==> config.mk <==
export PLATFORM = sky130hd
export DESIGN_NAME = usb_rx_ep_ctl
export DESIGN_NICKNAME = d
export VERILOG_FILES = /design/src/usb_rx_ep_pkg.sv /design/src/usb_rx_ep_ctl.sv
export VERILOG_INCLUDE_DIRS = /design/src
export SDC_FILE = /design/constraint.sdc
export NUM_CORES = 1
export LEC_CHECK = 0
export BUFFER_PORTS_ARGS = -buffer_cell sky130_fd_sc_hd__buf_2
export CAP_MARGIN = 10
export CORE_MARGIN = 2
export CORE_UTILIZATION = 49
export DETAILED_ROUTE_END_ITERATION = 12
export PLACE_DENSITY = 0.93
export SLEW_MARGIN = 40
export SYNTH_ARGS = -nofsm -noshare
export SYNTH_HDL_FRONTEND = slang
export SYNTH_SLANG_ARGS = --single-unit
==> constraint.sdc <==
create_clock -name clk_sys_i -period 3.86 [get_ports clk_sys_i]
set_input_delay 0.386 -clock clk_sys_i [delete_from_list [all_inputs] [get_ports clk_sys_i]]
set_output_delay 0.386 -clock clk_sys_i [all_outputs]
set_load 0.005 [all_outputs]
==> src/usb_rx_ep_params.svh <==
// Register indices, field positions and reset values of the receive endpoint control block
`ifndef USB_RX_EP_PARAMS_SVH
`define USB_RX_EP_PARAMS_SVH

// Register indices; the byte address is four times the index
`define RX_EP1_LOW_IDX   10'h116
`define RX_EP1_HIGH_IDX  10'h117
`define RX_EP2_HIGH_IDX  10'h127
`define RX_EP3_HIGH_IDX  10'h137
`define IRQ_STAT_IDX     10'h140
`define IRQ_MASK_IDX     10'h141
`define MODE_CFG_IDX     10'h142
`define MAXP_IDX         10'h143

// Low control/status byte fields
`define LOW_CLR_TOGGLE   7
`define LOW_STALL_SENT   6
`define LOW_SEND_STALL   5
`define LOW_FLUSH        4
`define LOW_DATA_ERR     3
`define LOW_OVERRUN      2
`define LOW_FIFO_FULL    1
`define LOW_PKT_READY    0

// High control/status byte field
`define HIGH_AUTO_CLEAR  7

// Mode register fields
`define MODE_HOST        0
`define MODE_ISO         1

// Interrupt status and mask fields
`define IRQ_PKT_READY    0
`define IRQ_STALL_SENT   1
`define IRQ_OVERRUN      2

// Reset values
`define CTL_RESET        8'h00
`define MAXP_RESET       11'h040

// Unit of a DMA unload in bytes
`define DMA_UNIT_BYTES   3'h4

`endif

==> src/usb_rx_ep_pkg.sv <==
// Types shared by the receive endpoint control block
package usb_rx_ep_pkg;

  // Bus handshake phase: hold waitrequest, then answer for one cycle
  typedef enum logic {
    BUS_HOLD = 1'b0,
    BUS_ACK  = 1'b1
  } bus_phase_t;

  // Events from the packet engine facing the USB link
  typedef struct packed {
    logic        pkt_rx;      // Packet stored in the receive FIFO
    logic        crc_err;     // That packet had a CRC or bit-stuff error
    logic        pkt_drop;    // OUT packet could not be stored
    logic        stall_sent;  // STALL handshake transmitted
    logic        fifo_full;   // No room for another packet
    logic        unload_done; // Software or DMA finished unloading a packet
    logic        unload_dma;  // Unload was done by DMA in 4-byte units
    logic [10:0] unload_len;  // Packet length that was unloaded
  } link_evt_t;

  // Whole state of the block
  typedef struct packed {
    bus_phase_t  phase;
    logic [31:0] rdata;
    logic        clr_tog;
    logic        stall_req;
    logic        stall_hs;
    logic        stall_sent;
    logic        flush;
    logic        data_err;
    logic        overrun;
    logic        pkt_ready;
    logic [2:0]  auto_clr;
    logic        host_mode;
    logic        iso_mode;
    logic [10:0] max_pkt;
    logic [2:0]  irq_stat;
    logic [2:0]  irq_mask;
    logic        irq;
  } ctl_state_t;

endpackage

==> src/usb_rx_ep_ctl.sv <==
// Receive endpoint control and status registers with Avalon-MM slave
`timescale 1ns/1ps
`default_nettype none
`include "usb_rx_ep_params.svh"

module usb_rx_ep_ctl #(
  parameter int MAXP_W = 11
) (
  // Clock and reset
  input  wire logic                    clk_sys_i,
  input  wire logic                    srst_i,
  // Avalon-MM slave
  input  wire logic [11:0]             address_i,
  input  wire logic                    read_i,
  input  wire logic                    write_i,
  input  wire logic [3:0]              byteenable_i,
  input  wire logic [31:0]             writedata_i,
  output logic      [31:0]             readdata_o,
  output logic                         waitrequest_o,
  // Packet engine
  input  wire usb_rx_ep_pkg::link_evt_t evt_i,
  output logic                         toggle_clear_o,
  output logic                         send_stall_o,
  output logic                         fifo_flush_o,
  // Interrupt
  output logic                         irq_o
);
  import usb_rx_ep_pkg::*;

  ctl_state_t st;
  ctl_state_t next_st;
  logic       do_wr;
  logic [7:0] wd;
  logic       low_wr;
  logic       ready_clr;
  logic       auto_hit;

  // Reset image of the state: all clear, max packet at its default
  localparam ctl_state_t RST_ST = '{
    phase:   BUS_HOLD,
    max_pkt: `MAXP_RESET,
    default: '0
  };

  // ********************************************************
  // Helper functions
  // ********************************************************

  // Byte address match against a register index
  function automatic logic hit(input logic [11:0] addr, input logic [9:0] idx);
    hit = (addr == {idx, 2'b00});
  endfunction

  // Unloaded length that lets auto-clear drop packet-ready
  function automatic logic len_clears(input logic [10:0] len, input logic [10:0] maxp,
                                      input logic dma);
    logic [1:0]  rem;
    logic [10:0] slack;
    rem   = maxp[1:0];
    slack = maxp - len;
    if (!dma) begin
      len_clears = (len == maxp);
    end else if (len > maxp) begin
      len_clears = 1'b0;
    end else if (rem == 2'h0) begin
      len_clears = (slack <= 11'h003);
    end else begin
      len_clears = (slack <= {9'h000, rem - 2'h1});
    end
  endfunction

  // Register read multiplexer
  function automatic logic [7:0] rd_mux(input ctl_state_t s, input logic [11:0] addr,
                                        input logic full);
    logic [7:0] v;
    v = 8'h00;
    if (hit(addr, `RX_EP1_LOW_IDX)) begin
      v[`LOW_STALL_SENT] = s.stall_sent;
      v[`LOW_SEND_STALL] = s.stall_req;
      v[`LOW_DATA_ERR]   = s.data_err & s.iso_mode;
      v[`LOW_OVERRUN]    = s.overrun & s.iso_mode;
      v[`LOW_FIFO_FULL]  = full;
      v[`LOW_PKT_READY]  = s.pkt_ready;
    end else if (hit(addr, `RX_EP1_HIGH_IDX)) begin
      v[`HIGH_AUTO_CLEAR] = s.auto_clr[0];
    end else if (hit(addr, `RX_EP2_HIGH_IDX)) begin
      v[`HIGH_AUTO_CLEAR] = s.auto_clr[1];
    end else if (hit(addr, `RX_EP3_HIGH_IDX)) begin
      v[`HIGH_AUTO_CLEAR] = s.auto_clr[2];
    end else if (hit(addr, `IRQ_STAT_IDX)) begin
      v = {5'h00, s.irq_stat};
    end else if (hit(addr, `IRQ_MASK_IDX)) begin
      v = {5'h00, s.irq_mask};
    end else if (hit(addr, `MODE_CFG_IDX)) begin
      v = {6'h00, s.iso_mode, s.host_mode};
    end else if (hit(addr, `MAXP_IDX)) begin
      v = s.max_pkt[7:0];
    end
    rd_mux = v;
  endfunction

  // ********************************************************
  // Write decode helpers
  // ********************************************************

  // A write takes effect in the cycle waitrequest is low
  assign do_wr  = write_i && (st.phase == BUS_ACK) && byteenable_i[0];
  assign wd     = writedata_i[7:0];
  assign low_wr = do_wr && hit(address_i, `RX_EP1_LOW_IDX);
  // Packet-ready clear sources: software zero, flush, auto-clear
  assign auto_hit = st.host_mode && st.auto_clr[0] && evt_i.unload_done
                    && len_clears(evt_i.unload_len, st.max_pkt, evt_i.unload_dma);
  assign ready_clr = (low_wr && (!wd[`LOW_PKT_READY] || wd[`LOW_FLUSH])) || auto_hit;

  // ********************************************************
  // Next-state logic
  // ********************************************************

  // Bus handshake, register writes and flag updates
  always_comb begin
    next_st         = st;
    next_st.clr_tog = 1'b0;
    next_st.flush   = 1'b0;
    // Hold one cycle, then answer with read data ready
    if (st.phase == BUS_HOLD && (read_i || write_i)) begin
      next_st.phase = BUS_ACK;
      next_st.rdata = {24'h000000, rd_mux(st, address_i, evt_i.fifo_full)};
    end else begin
      next_st.phase = BUS_HOLD;
    end
    // Low control byte writes
    if (low_wr) begin
      next_st.clr_tog   = wd[`LOW_CLR_TOGGLE];
      next_st.stall_req = wd[`LOW_SEND_STALL];
      next_st.flush     = wd[`LOW_FLUSH];
      if (!wd[`LOW_STALL_SENT]) begin
        next_st.stall_sent = 1'b0;
      end
      if (!wd[`LOW_OVERRUN]) begin
        next_st.overrun = 1'b0;
      end
    end
    // High bytes and own configuration registers
    if (do_wr && hit(address_i, `RX_EP1_HIGH_IDX)) begin
      next_st.auto_clr[0] = wd[`HIGH_AUTO_CLEAR];
    end
    if (do_wr && hit(address_i, `RX_EP2_HIGH_IDX)) begin
      next_st.auto_clr[1] = wd[`HIGH_AUTO_CLEAR];
    end
    if (do_wr && hit(address_i, `RX_EP3_HIGH_IDX)) begin
      next_st.auto_clr[2] = wd[`HIGH_AUTO_CLEAR];
    end
    if (do_wr && hit(address_i, `IRQ_MASK_IDX)) begin
      next_st.irq_mask = wd[2:0];
    end
    if (do_wr && hit(address_i, `MODE_CFG_IDX)) begin
      next_st.host_mode = wd[`MODE_HOST];
      next_st.iso_mode  = wd[`MODE_ISO];
    end
    if (do_wr && hit(address_i, `MAXP_IDX)) begin
      next_st.max_pkt[7:0] = wd;
    end
    if (write_i && st.phase == BUS_ACK && byteenable_i[1] && hit(address_i, `MAXP_IDX)) begin
      next_st.max_pkt[10:8] = writedata_i[10:8];
    end
    // Interrupt status: write one to clear, then events set
    if (do_wr && hit(address_i, `IRQ_STAT_IDX)) begin
      next_st.irq_stat = st.irq_stat & ~wd[2:0];
    end
    // Packet-ready and data error; a new packet wins over a clear
    if (ready_clr) begin
      next_st.pkt_ready = 1'b0;
      next_st.data_err  = 1'b0;
    end
    if (evt_i.pkt_rx) begin
      next_st.pkt_ready = 1'b1;
      next_st.data_err  = st.iso_mode && evt_i.crc_err;
      if (!st.pkt_ready || ready_clr) begin
        next_st.irq_stat[`IRQ_PKT_READY] = 1'b1;
      end
    end
    // Stall-sent and overrun events win over software clears
    if (evt_i.stall_sent && !st.host_mode) begin
      next_st.stall_sent                = 1'b1;
      next_st.irq_stat[`IRQ_STALL_SENT] = 1'b1;
    end
    if (evt_i.pkt_drop && st.iso_mode && !st.host_mode) begin
      next_st.overrun                 = 1'b1;
      next_st.irq_stat[`IRQ_OVERRUN]  = 1'b1;
    end
    // Stall answer is suppressed for isochronous endpoints
    next_st.stall_hs = next_st.stall_req && !next_st.iso_mode && !next_st.host_mode;
    next_st.irq      = |(next_st.irq_stat & next_st.irq_mask);
  end

  // ********************************************************
  // State register
  // ********************************************************

  // Synchronous reset to documented values
  always_ff @(posedge clk_sys_i) begin
    if (srst_i) begin
      st <= RST_ST;
    end else begin
      st <= next_st;
    end
  end

  // Outputs straight from the state register
  assign readdata_o     = st.rdata;
  assign waitrequest_o  = (st.phase == BUS_HOLD);
  assign toggle_clear_o = st.clr_tog;
  assign send_stall_o   = st.stall_hs;
  assign fifo_flush_o   = st.flush;
  assign irq_o          = st.irq;
endmodule
`default_nettype wire

# After elaboration in Yosys (flattened, before gate mapping)
# Cells that the tools add are included.
# totals
regBits	40
in_bits	70
output_inout_bits	37
wordCells	118
# classes
n_addsub	2
magnitude_cmp	3
n_eq_ne	11
mux	35
bitwise_logic	7
reduce_logical	40
# ops
cell	count
$eq A12 B11 Y1 const B	8
$mux W8	4
$logic_and A1 B1 Y1	23
$mux W1	22
$mux W7	3
$eq A11 B11 Y1	1
$gt A11 B11 Y1	1
$le A11 B2 Y1	1
$le A11 B2 Y1 const B	1
$sub A11 B11 Y11	1
$and A3 B3 Y3	2
$mux W2	3
$mux W3	2
$reduce_bool A2 Y1	3
$logic_not A1 Y1	5
$logic_or A1 B1 Y1	4
$mux W4	1
$ne A2 B1 Y1 const B	2
$reduce_and A2 Y1	2
$not A3 Y3	1
$reduce_or A3 Y1	1
$and A1 B1 Y1	2
$logic_not A2 Y1	1
$not A1 Y1	2
2 further kinds	2

# Depth between registers and ports, before layout
# Gate-level depths: netlist of the first run.
# depth
word_depth	12
ltp_mapped	11
mapped_depth_nobuf	11

# Worst setup path before layout of the first run
# No wires, ideal clock.
# synth_timing
kind	flip-flop to flip-flop
startpoint	register st[7] (netlist bit)
endpoint	register st, in the netlist irq_o
setup_time_ns	0.084
t_arrival_ns	2.666
required_time_ns	3.776
path_slack_ns	1.110
stages_incl_launch_ff	12
path_buffers	0
period_less_slack_ns	2.750
cell_sequence	dfxtp_1 -> inv_1 -> ha_1 -> inv_1 -> fa_1 -> ha_1 -> nand2b_1 -> a221o_1 -> o2111ai_1 -> or4_4 -> o311a_1 -> o31ai_2
# synth_between
elab_chain_len	12
word_cells_on_any_way	17
cone_classes	2 x add/sub; 3 x order compare; 1 x eq/ne; 5 x mux; 1 x bitwise; 5 x reduce/logical
# synth_rtl
element	line_no	text
start: declaration	usb_rx_ep_ctl.sv:30	ctl_state_t st;
start signal: assignment	usb_rx_ep_ctl.sv:205	st <= next_st;
$sub A11 B11 Y11 or $sub A2 B1 Y2 (tied branches)	usb_rx_ep_ctl.sv:60, usb_rx_ep_ctl.sv:68	
$le A11 B2 Y1 (on tied branches)	usb_rx_ep_ctl.sv:68, usb_rx_ep_ctl.sv:66	
$mux W1	usb_rx_ep_ctl.sv:65	end else if (rem == 2'h0) begin
$mux W1	usb_rx_ep_ctl.sv:63	end else if (len > maxp) begin
$mux W1 *	usb_rx_ep_ctl.sv:61	if (!dma) begin
$logic_and A1 B1 Y1 *	usb_rx_ep_ctl.sv:112	&& len_clears(evt_i.unload_len, st.max_pkt, evt_i.unload_dma);
$logic_or A1 B1 Y1 *	usb_rx_ep_ctl.sv:113	assign ready_clr = (low_wr && (!wd[`LOW_PKT_READY] || wd[`LOW_FLUSH])) || auto_hit;
$logic_or A1 B1 Y1 *	usb_rx_ep_ctl.sv:178	if (!st.pkt_ready || ready_clr) begin
$mux W1 *	usb_rx_ep_ctl.sv:178	
$mux W1 *	usb_rx_ep_ctl.sv:175	if (evt_i.pkt_rx) begin
$and A3 B3 Y3 *	usb_rx_ep_ctl.sv:193	next_st.irq = |(next_st.irq_stat & next_st.irq_mask);
$reduce_or A3 Y1 *	usb_rx_ep_ctl.sv:193	
# Every way passes the cells marked *; elsewhere a longest branch is shown, timed or not.
# A chain may end at the register's enable or synchronous reset.

# Final worst setup path of the first run
# layout_timing
startpoint	register st[7] (netlist bit)
endpoint	register st[23] (netlist bit)
# layout_between
elab_chain_len	8
word_cells_on_any_way	13
cone_classes	2 x add/sub; 3 x order compare; 1 x eq/ne; 3 x mux; 4 x reduce/logical
# layout_rtl
element	line_no
$sub A11 B11 Y11 or $sub A2 B1 Y2 (tied branches)	usb_rx_ep_ctl.sv:60, usb_rx_ep_ctl.sv:68
$le A11 B2 Y1 (on tied branches)	usb_rx_ep_ctl.sv:68, usb_rx_ep_ctl.sv:66
$mux W1	usb_rx_ep_ctl.sv:65
$mux W1	usb_rx_ep_ctl.sv:63
$mux W1 *	usb_rx_ep_ctl.sv:61
$logic_and A1 B1 Y1 *	usb_rx_ep_ctl.sv:112
$logic_or A1 B1 Y1 *	usb_rx_ep_ctl.sv:113
$reduce_bool A2 Y1 (no line) *	-
# Marks and branches as above.

==> run_results.csv, run 1 <==
group,metric,value,unit
global_route,antenna_found_initial,0,
synthesis,synth_seq_cells,40,
pwr,switching_share,0.268,
routing,drt_wl_total,6.59,mm
cts,cts_buffer_depth,2,
cts,postCtsHoldBufs,0,
sta,slew_viol_final,0,
cts,cts-htree-levels,2,
sta,tns,0,ns
global_route,grt_first_pass_wirelength,10.8,mm
synthesis,ys_types,58,
routing,first_pass_iters,5,
pwr,p_per_area,286,nW/µm²
sta,setup_viol,0,
cts,postCtsResizedCells,0,
cts,clkLatencyLatePin,0.30,ns
floorplanning,die_w,78.1,µm
run,maxCapViolCount,0,
sta,hold_violations,0,
worst_setup_path,crit_slowest_cell,"o41ai_1",
layout,layout.nets,456,
layout,num_antenna_cells,0,
pwr,clkPwrFrac,0.342,
worst_setup_path,crit_chain,"inv_1 > ha_1 > inv_1 > fa_1 > ha_1 > nand2b_1 > a221o_1 > o2111ai_1 > or4_4 > o41ai_1 > o22ai_1",
routing,routedWlPerCell,14.9,µm
worst_setup_path,max_stage_delay,0.53,ns
pwr,p_comb_frac,0.156,
synthesis,synth_ff_type,"dfxtp_1",
layout,drive_above_1_share,0.223,
pwr,internal_power,0.000622,W
worst_setup_path,critPathMaxFanout,4,
sta,max_freq,318,MHz
worst_setup_path,cp-start-kind,"register",
worst_setup_path,setup.worst_path.class,"reg -> reg",
floorplanning,core,5200,µm²
pwr,peakVddDrop,0.297,mV
routing,drt_iter0_markers,149,
layout,area_growth,10.6,%
floorplanning,start_util,0.517,
pwr,power.switching,0.000228,W
worst_setup_path,worstPathRequired,4.02,ns
layout,finish.utilization,0.572,
synthesis,syn_avg_cell_area,8.34,µm²
synthesis,ys_warn_count,0,
floorplanning,ios,107,
run_status,outcome,"finished, final reports clean",
min_path,hp-class,"in -> reg",
global_route,grtUsageTotal,0.220,
floorplanning,rows,26,
pwr,p_seq_frac,0.502,
cts,clkTransAtPathRegs,0.07,ns
synthesis,ys_seq_area_frac,0.297,
sta,min_period,3.14,ns
global_route,grt-ovfl-total,0,
routing,vias_per_cell,5.68,
routing,drc,0,
placed_design,port_buffers,59,
sta,min_period_over_period,0.814,
worst_setup_path,critPathArrivalTime,3.30,ns
placed_design,gp_congestion,0.945,
placed_design,dp_hpwl,5.06,mm
sta,rsz0062_at_grt,"false",
pwr,finalPower,0.000851,W
global_route,grt_pass1_vias,2379,
cts,root_buffer,"clkbuf_8",
synthesis,synth-edff-count,0,
synthesis,ys_async_sr_fraction,0,
routing,antenna_left,0,
floorplanning,dieArea,6100,µm²
placed_design,dpl.cell_count,434,
sta,slew_headroom,0.513,
cts,cts_tree,"built",
synthesis,netlist_area,2690,µm²
global_route,grt_max_degree,43,
cts,clkSinkCount,40,
worst_setup_path,cp-end-kind,"register",
cts,cts_inserted_buffers,5,
sta,worstMarginPinSlew,0.730,ns
sta,fin_skew,0.00371,ns
cts,cts_setup_buffers,0,
layout,stdcell_count,442,
pwr,leakage,1.35,nW
synthesis,synthCells,323,
routing,vias,2510,
floorplanning,die_h,78.1,µm
## routing by layer
layer  wire length (µm)  global-route usage  vias to the layer above
met5                  0                   0                        -
met4                193               0.104                        0
met3                654              0.0517                       18
met2               3120               0.374                      145
met1               2620               0.262                     1152
li1                   -                   -                     1195
## power by group through the flow
stage	clock (W)	combinational, W	sequential (W)
CTS	0.000290	0.000130	0.000427
floorplan	0	0.000101	0.000435
global route	0.000311	0.000148	0.000428
detailed placement	0	0.000129	0.000437
finish	0.000291	0.000133	0.000427
global placement	0	0.000125	0.000436
## cells in the mapped netlist (2+ instances only)
library cell,instances,area (µm²)
o41ai_1,2,17.5
nor4_1,2,12.5
mux2i_1,13,130
mux4_2,2,45.0
xnor2_1,2,17.5
a22oi_1,2,15.0
ha_1,14,175
mux2_2,3,33.8
a221oi_1,3,26.3
dfxtp_1,40,801
buf_2,2,10.0
or2_2,3,18.8
a211oi_1,6,45.0
buf_4,33,248
o21ai_0,5,25.0
nand4_1,2,12.5
a221o_1,2,20.0
inv_1,25,93.8
nor2_1,33,124
a21o_1,2,15.0
a32oi_1,3,26.3
a21boi_0,3,22.5
or4b_1,2,20.0
nor3_1,11,55.1
nor3b_1,3,22.5
nor2b_1,5,31.3
nand4b_1,2,17.5
nand2_1,15,56.3
and3_1,2,12.5
xor2_1,3,26.3
nand3_1,17,85.1
clkbuf_1,7,26.3
nand2b_1,7,43.8
a2bb2oi_1,3,26.3
nand3b_1,3,22.5
a21oi_1,17,85.1
a31oi_1,3,18.8
## registers in the layout, summed over array words and instances, names as in the netlist
register / flops
irq_o: 1
send_stall_o: 1
fifo_flush_o: 1
toggle_clear_o: 1
readdata_o: 8
st: 28
## per-stage QoR
step,hold slack [ns],setup WS [ns],cell area (µm²)
floorplan,0.432,1.11,2780
global placement,0.447,0.842,2890
detailed placement,0.444,0.733,2890
finish,0.321,0.720,2980
CTS,0.326,0.723,2980
global route,0.333,0.617,2980
## path summary, 6_finish.rpt
check	cells past startpoint	endpoint	from	slack, ns
setup / recovery	11	st[23]	st[7]	0.72
setup reg to reg	11	st[23]	st[7]	0.72
hold reg to reg	2	readdata_o[4]	readdata_o[4]	0.46
hold / removal	3	st[16]	writedata_i[9]	0.32
## area by class of cell
cell class	count	area (µm²)
repair buffers	60	303
inverters	25	93.8
fillers	484	2230
clock buffers	8	90.1
multi-input cells	239	1600
flip-flops and latches	40	801
well taps	70	87.6
## worst max-delay path, delay by kind of cell, from the launching register on
family	cells	cell delay, ns
compound gates	4	0.97
fa+ha+maj	3	0.95
buf+inv	2	0.16
flops	1	0.40
simple gates	2	0.51
## cells in the final DEF (no fill, tap or decap), drive strengths merged, types with 2 or more instances in the layout
master,instances
buf,60
dfxtp,40
nor2,33
inv,25
conb,24
nand3,17
a21oi,17
nand2,15
ha,14
mux2i,13
nor3,11
clkbuf,8
nand2b,7
a211oi,6
o21ai,6
nor2b,5
a221oi,4
nor4,4
or2,3
a31oi,3
nand3b,3
xor2,3
a21boi,3
a2bb2oi,3
nor3b,3
mux2,3
a32oi,3
a21o,3
and3,3
or4b,2
nand4,2
xnor2,2
a22oi,2
a221o,2
nand4b,2
mux4,2
o41ai,2
## cells by family (layout without fill, tap and decap cells)
family,Yosys count,after routing,share of synthesized area
compound gates,63,63,0.168
fa+ha+maj,15,15,0.0725
simple gates,114,114,0.227
xor+xnor,5,5,0.0163
mux,18,18,0.0776
other cells,1,24,0.00139
buf+inv,67,93,0.140
flops,40,40,0.297
(Power assumes the default switching activity.)
==> inputs of run 2 (changes only) <==
==> constraint.sdc (replaced) <==
create_clock -name clk_sys_i -period 3.1 [get_ports clk_sys_i]
set_input_delay 0.31 -clock clk_sys_i [delete_from_list [all_inputs] [get_ports clk_sys_i]]
set_output_delay 0.31 -clock clk_sys_i [all_outputs]
set_load 0.005 [all_outputs]
==> run 2 against run 1 <==
Combinational power grew 26%. Die area is the same. Critical path depth is the same. Flip-flop and latch count is the same. Maximum frequency grew 6.4%. Count of clock-buffer cells in the layout shrank 2. Critical path type unchanged. Largest cell class unchanged. First-iteration DRC count grew 74%. Register-to-register slack lost 0.57 ns. Clock skew grew 0.0017 ns. Core utilization grew 0.77 points.
==> run_results.csv, run 2 (synthesis gave the netlist of run 1 again) <==
group,metric,value,unit
floorplanning,core,5200,µm²
sta,fin_skew,0.00538,ns
cts,cts_setup_buffers,0,
sta,hold_violations,0,
layout,layout_common_cells,"buf_2, dfxtp_1, nor2_1",
sta,tns,0,ns
sta,whs,0.248,ns
sta,max_freq,339,MHz
worst_setup_path,cp-end-kind,"register",
routing,drc,0,
placed_design,dp_hpwl,5.14,mm
worst_setup_path,cp-start-kind,"register",
worst_setup_path,reg2reg_depth,11,
worst_setup_path,setup.worst_path.class,"reg -> reg",
global_route,grt_first_pass_wirelength,10.8,mm
cts,clkLatencyLatePin,0.30,ns
cts,cts_buffer_depth,2,
sta,setup_viol,0,
floorplanning,die_w,78.1,µm
cts,postCtsHoldBufs,0,
routing,drt_iter0_markers,259,
min_path,holdPathEnd,"st[25]",
floorplanning,ios,107,
layout,layout.nets,457,
run_status,outcome,"finished, final reports clean",
cts,clkTransAtPathRegs,0.08,ns
routing,antenna_left,0,
floorplanning,dieArea,6100,µm²
global_route,antenna_found_initial,0,
global_route,grt_max_degree,43,
worst_setup_path,r2r_end,"irq_o",
worst_setup_path,r2r_start,"st[7]",
cts,clkSinkCount,40,
global_route,grtUsageTotal,0.221,
worst_setup_path,critPathMaxFanout,3,
sta,rsz0062_at_grt,"false",
layout,largest_reg_flops,28,
floorplanning,start_util,0.517,
run,maxCapViolCount,0,
layout,num_antenna_cells,0,
routing,routedWlPerCell,15.2,µm
sta,slew_headroom,0.504,
worst_setup_path,reg2reg_setup_slack,0.15,ns
layout,top_register,"st",
sta,min_period,2.95,ns
worst_setup_path,critPathArrivalTime,3.16,ns
cts,cts-htree-levels,2,
pwr,p_per_area,374,nW/µm²
floorplanning,die_h,78.1,µm
cts,root_buffer,"clkbuf_8",
layout,layout_commonest_cell,"buf_2",
global_route,grt_pass1_vias,2349,
layout,area_growth,12.1,%
global_route,grt-ovfl-total,0,
cts,cts_inserted_buffers,5,
placed_design,port_buffers,59,
cts,cts_tree,"built",
min_path,hp-class,"in -> reg",
sta,min_period_over_period,0.952,
routing,drt_wl_total,6.73,mm
routing,vias_per_cell,5.68,
floorplanning,rows,26,
sta,slew_viol_final,0,
routing,vias,2518,
pwr,peakVddDrop,0.383,mV
min_path,hold_start,"evt_i[17]",
placed_design,gp_congestion,0.935,
worst_setup_path,worstPathRequired,3.31,ns
sta,worstMarginPinSlew,0.744,ns
pwr,leakage,1.37,nW
min_path,whs_path_depth,2,
routing,first_pass_iters,5,
layout,drive_above_1_share,0.236,
run 2: cell count changes in the layout (fill, tap and decap cells not counted):
cell       previous run  this run
clkbuf_1              2         1
o41ai_2               0         1
o41ai_1               2         1
buf_4                 1         2
clkbuf_8              6         5
fa_1                  1         0
a211oi_2              0         1
a211oi_1              6         5
fa_2                  0         1
clkinv_2              0         1
bufinv_16             0         1
run 2: cell type report:
class	count	area (µm²)
fillers	480	2190
repair buffers	61	310
clock inverters	2	35.0
clock buffers	6	72.6
well taps	70	87.6
multi-input cells	239	1620
flip-flops and latches	40	801
inverters	25	93.8
run 2: timing repair:
| item | CTS | global route |
|---|---|---|
| setup endpoints to repair | 0 | 3 |
| endpoints found under the hold margin | 0 | 0 |
| gates resized for setup | 0 | 3 |
run 2: routing by layer:
metal / part of all wire / GRT usage / vias up
met1: 0.39 / 0.274 / 1154
met5: 0 / 0 / -
met4: 0.023 / 0.0860 / 0
met3: 0.098 / 0.0460 / 21
li1: - / - / 1197
met2: 0.48 / 0.376 / 146
run 2: critical path, stage by stage (launching register included):
cell	delay (ns)
dfxtp_1	0.34
inv_1	0.08
ha_1	0.19
inv_1	0.07
fa_2	0.42
ha_1	0.32
nand2b_1	0.08
a221o_1	0.17
o2111ai_1	0.12
or4_4	0.44
o311a_1	0.38
o31ai_2	0.24
run 2: metrics by stage:
| step | util | instance area, µm² | worst slack (ns) | total power (W) | cells |
|---|---|---|---|---|---|
| 6_report | 0.580 | 3020 | 0.149 | 0.00113 | 443 |
| 5_1_grt | 0.580 | 3020 | 0.0290 | 0.00117 | 443 |
| 4_1_cts | 0.576 | 3000 | 0.0695 | 0.00112 | 443 |
| 3_5_place_dp | 0.556 | 2890 | 0.0704 | 0.000706 | 435 |
| 3_3_place_gp | 0.556 | 2890 | 0.148 | 0.000699 | 435 |
| 2_1_floorplan | - | 2780 | 0.350 | 0.000668 | 346 |
run 2: how the worst max path moves through the flow:
stage | depth (start not counted) | to | startpoint
2_1_floorplan | 11 | irq_o | st[7]
3_3_place_gp | 11 | st[23] | evt_i[0]
3_5_place_dp | 11 | st[23] | evt_i[0]
4_1_cts | 11 | st[23] | st[7]
5_1_grt | 11 | irq_o | st[7]
6_report | 11 | irq_o | st[7]
run 2: report_power, final:
part	switching, W	internal, W
Sequential	0.00000761	0.000525
Clock	0.000190	0.000239
Combinational	0.0000981	0.0000688
Total	0.000295	0.000833
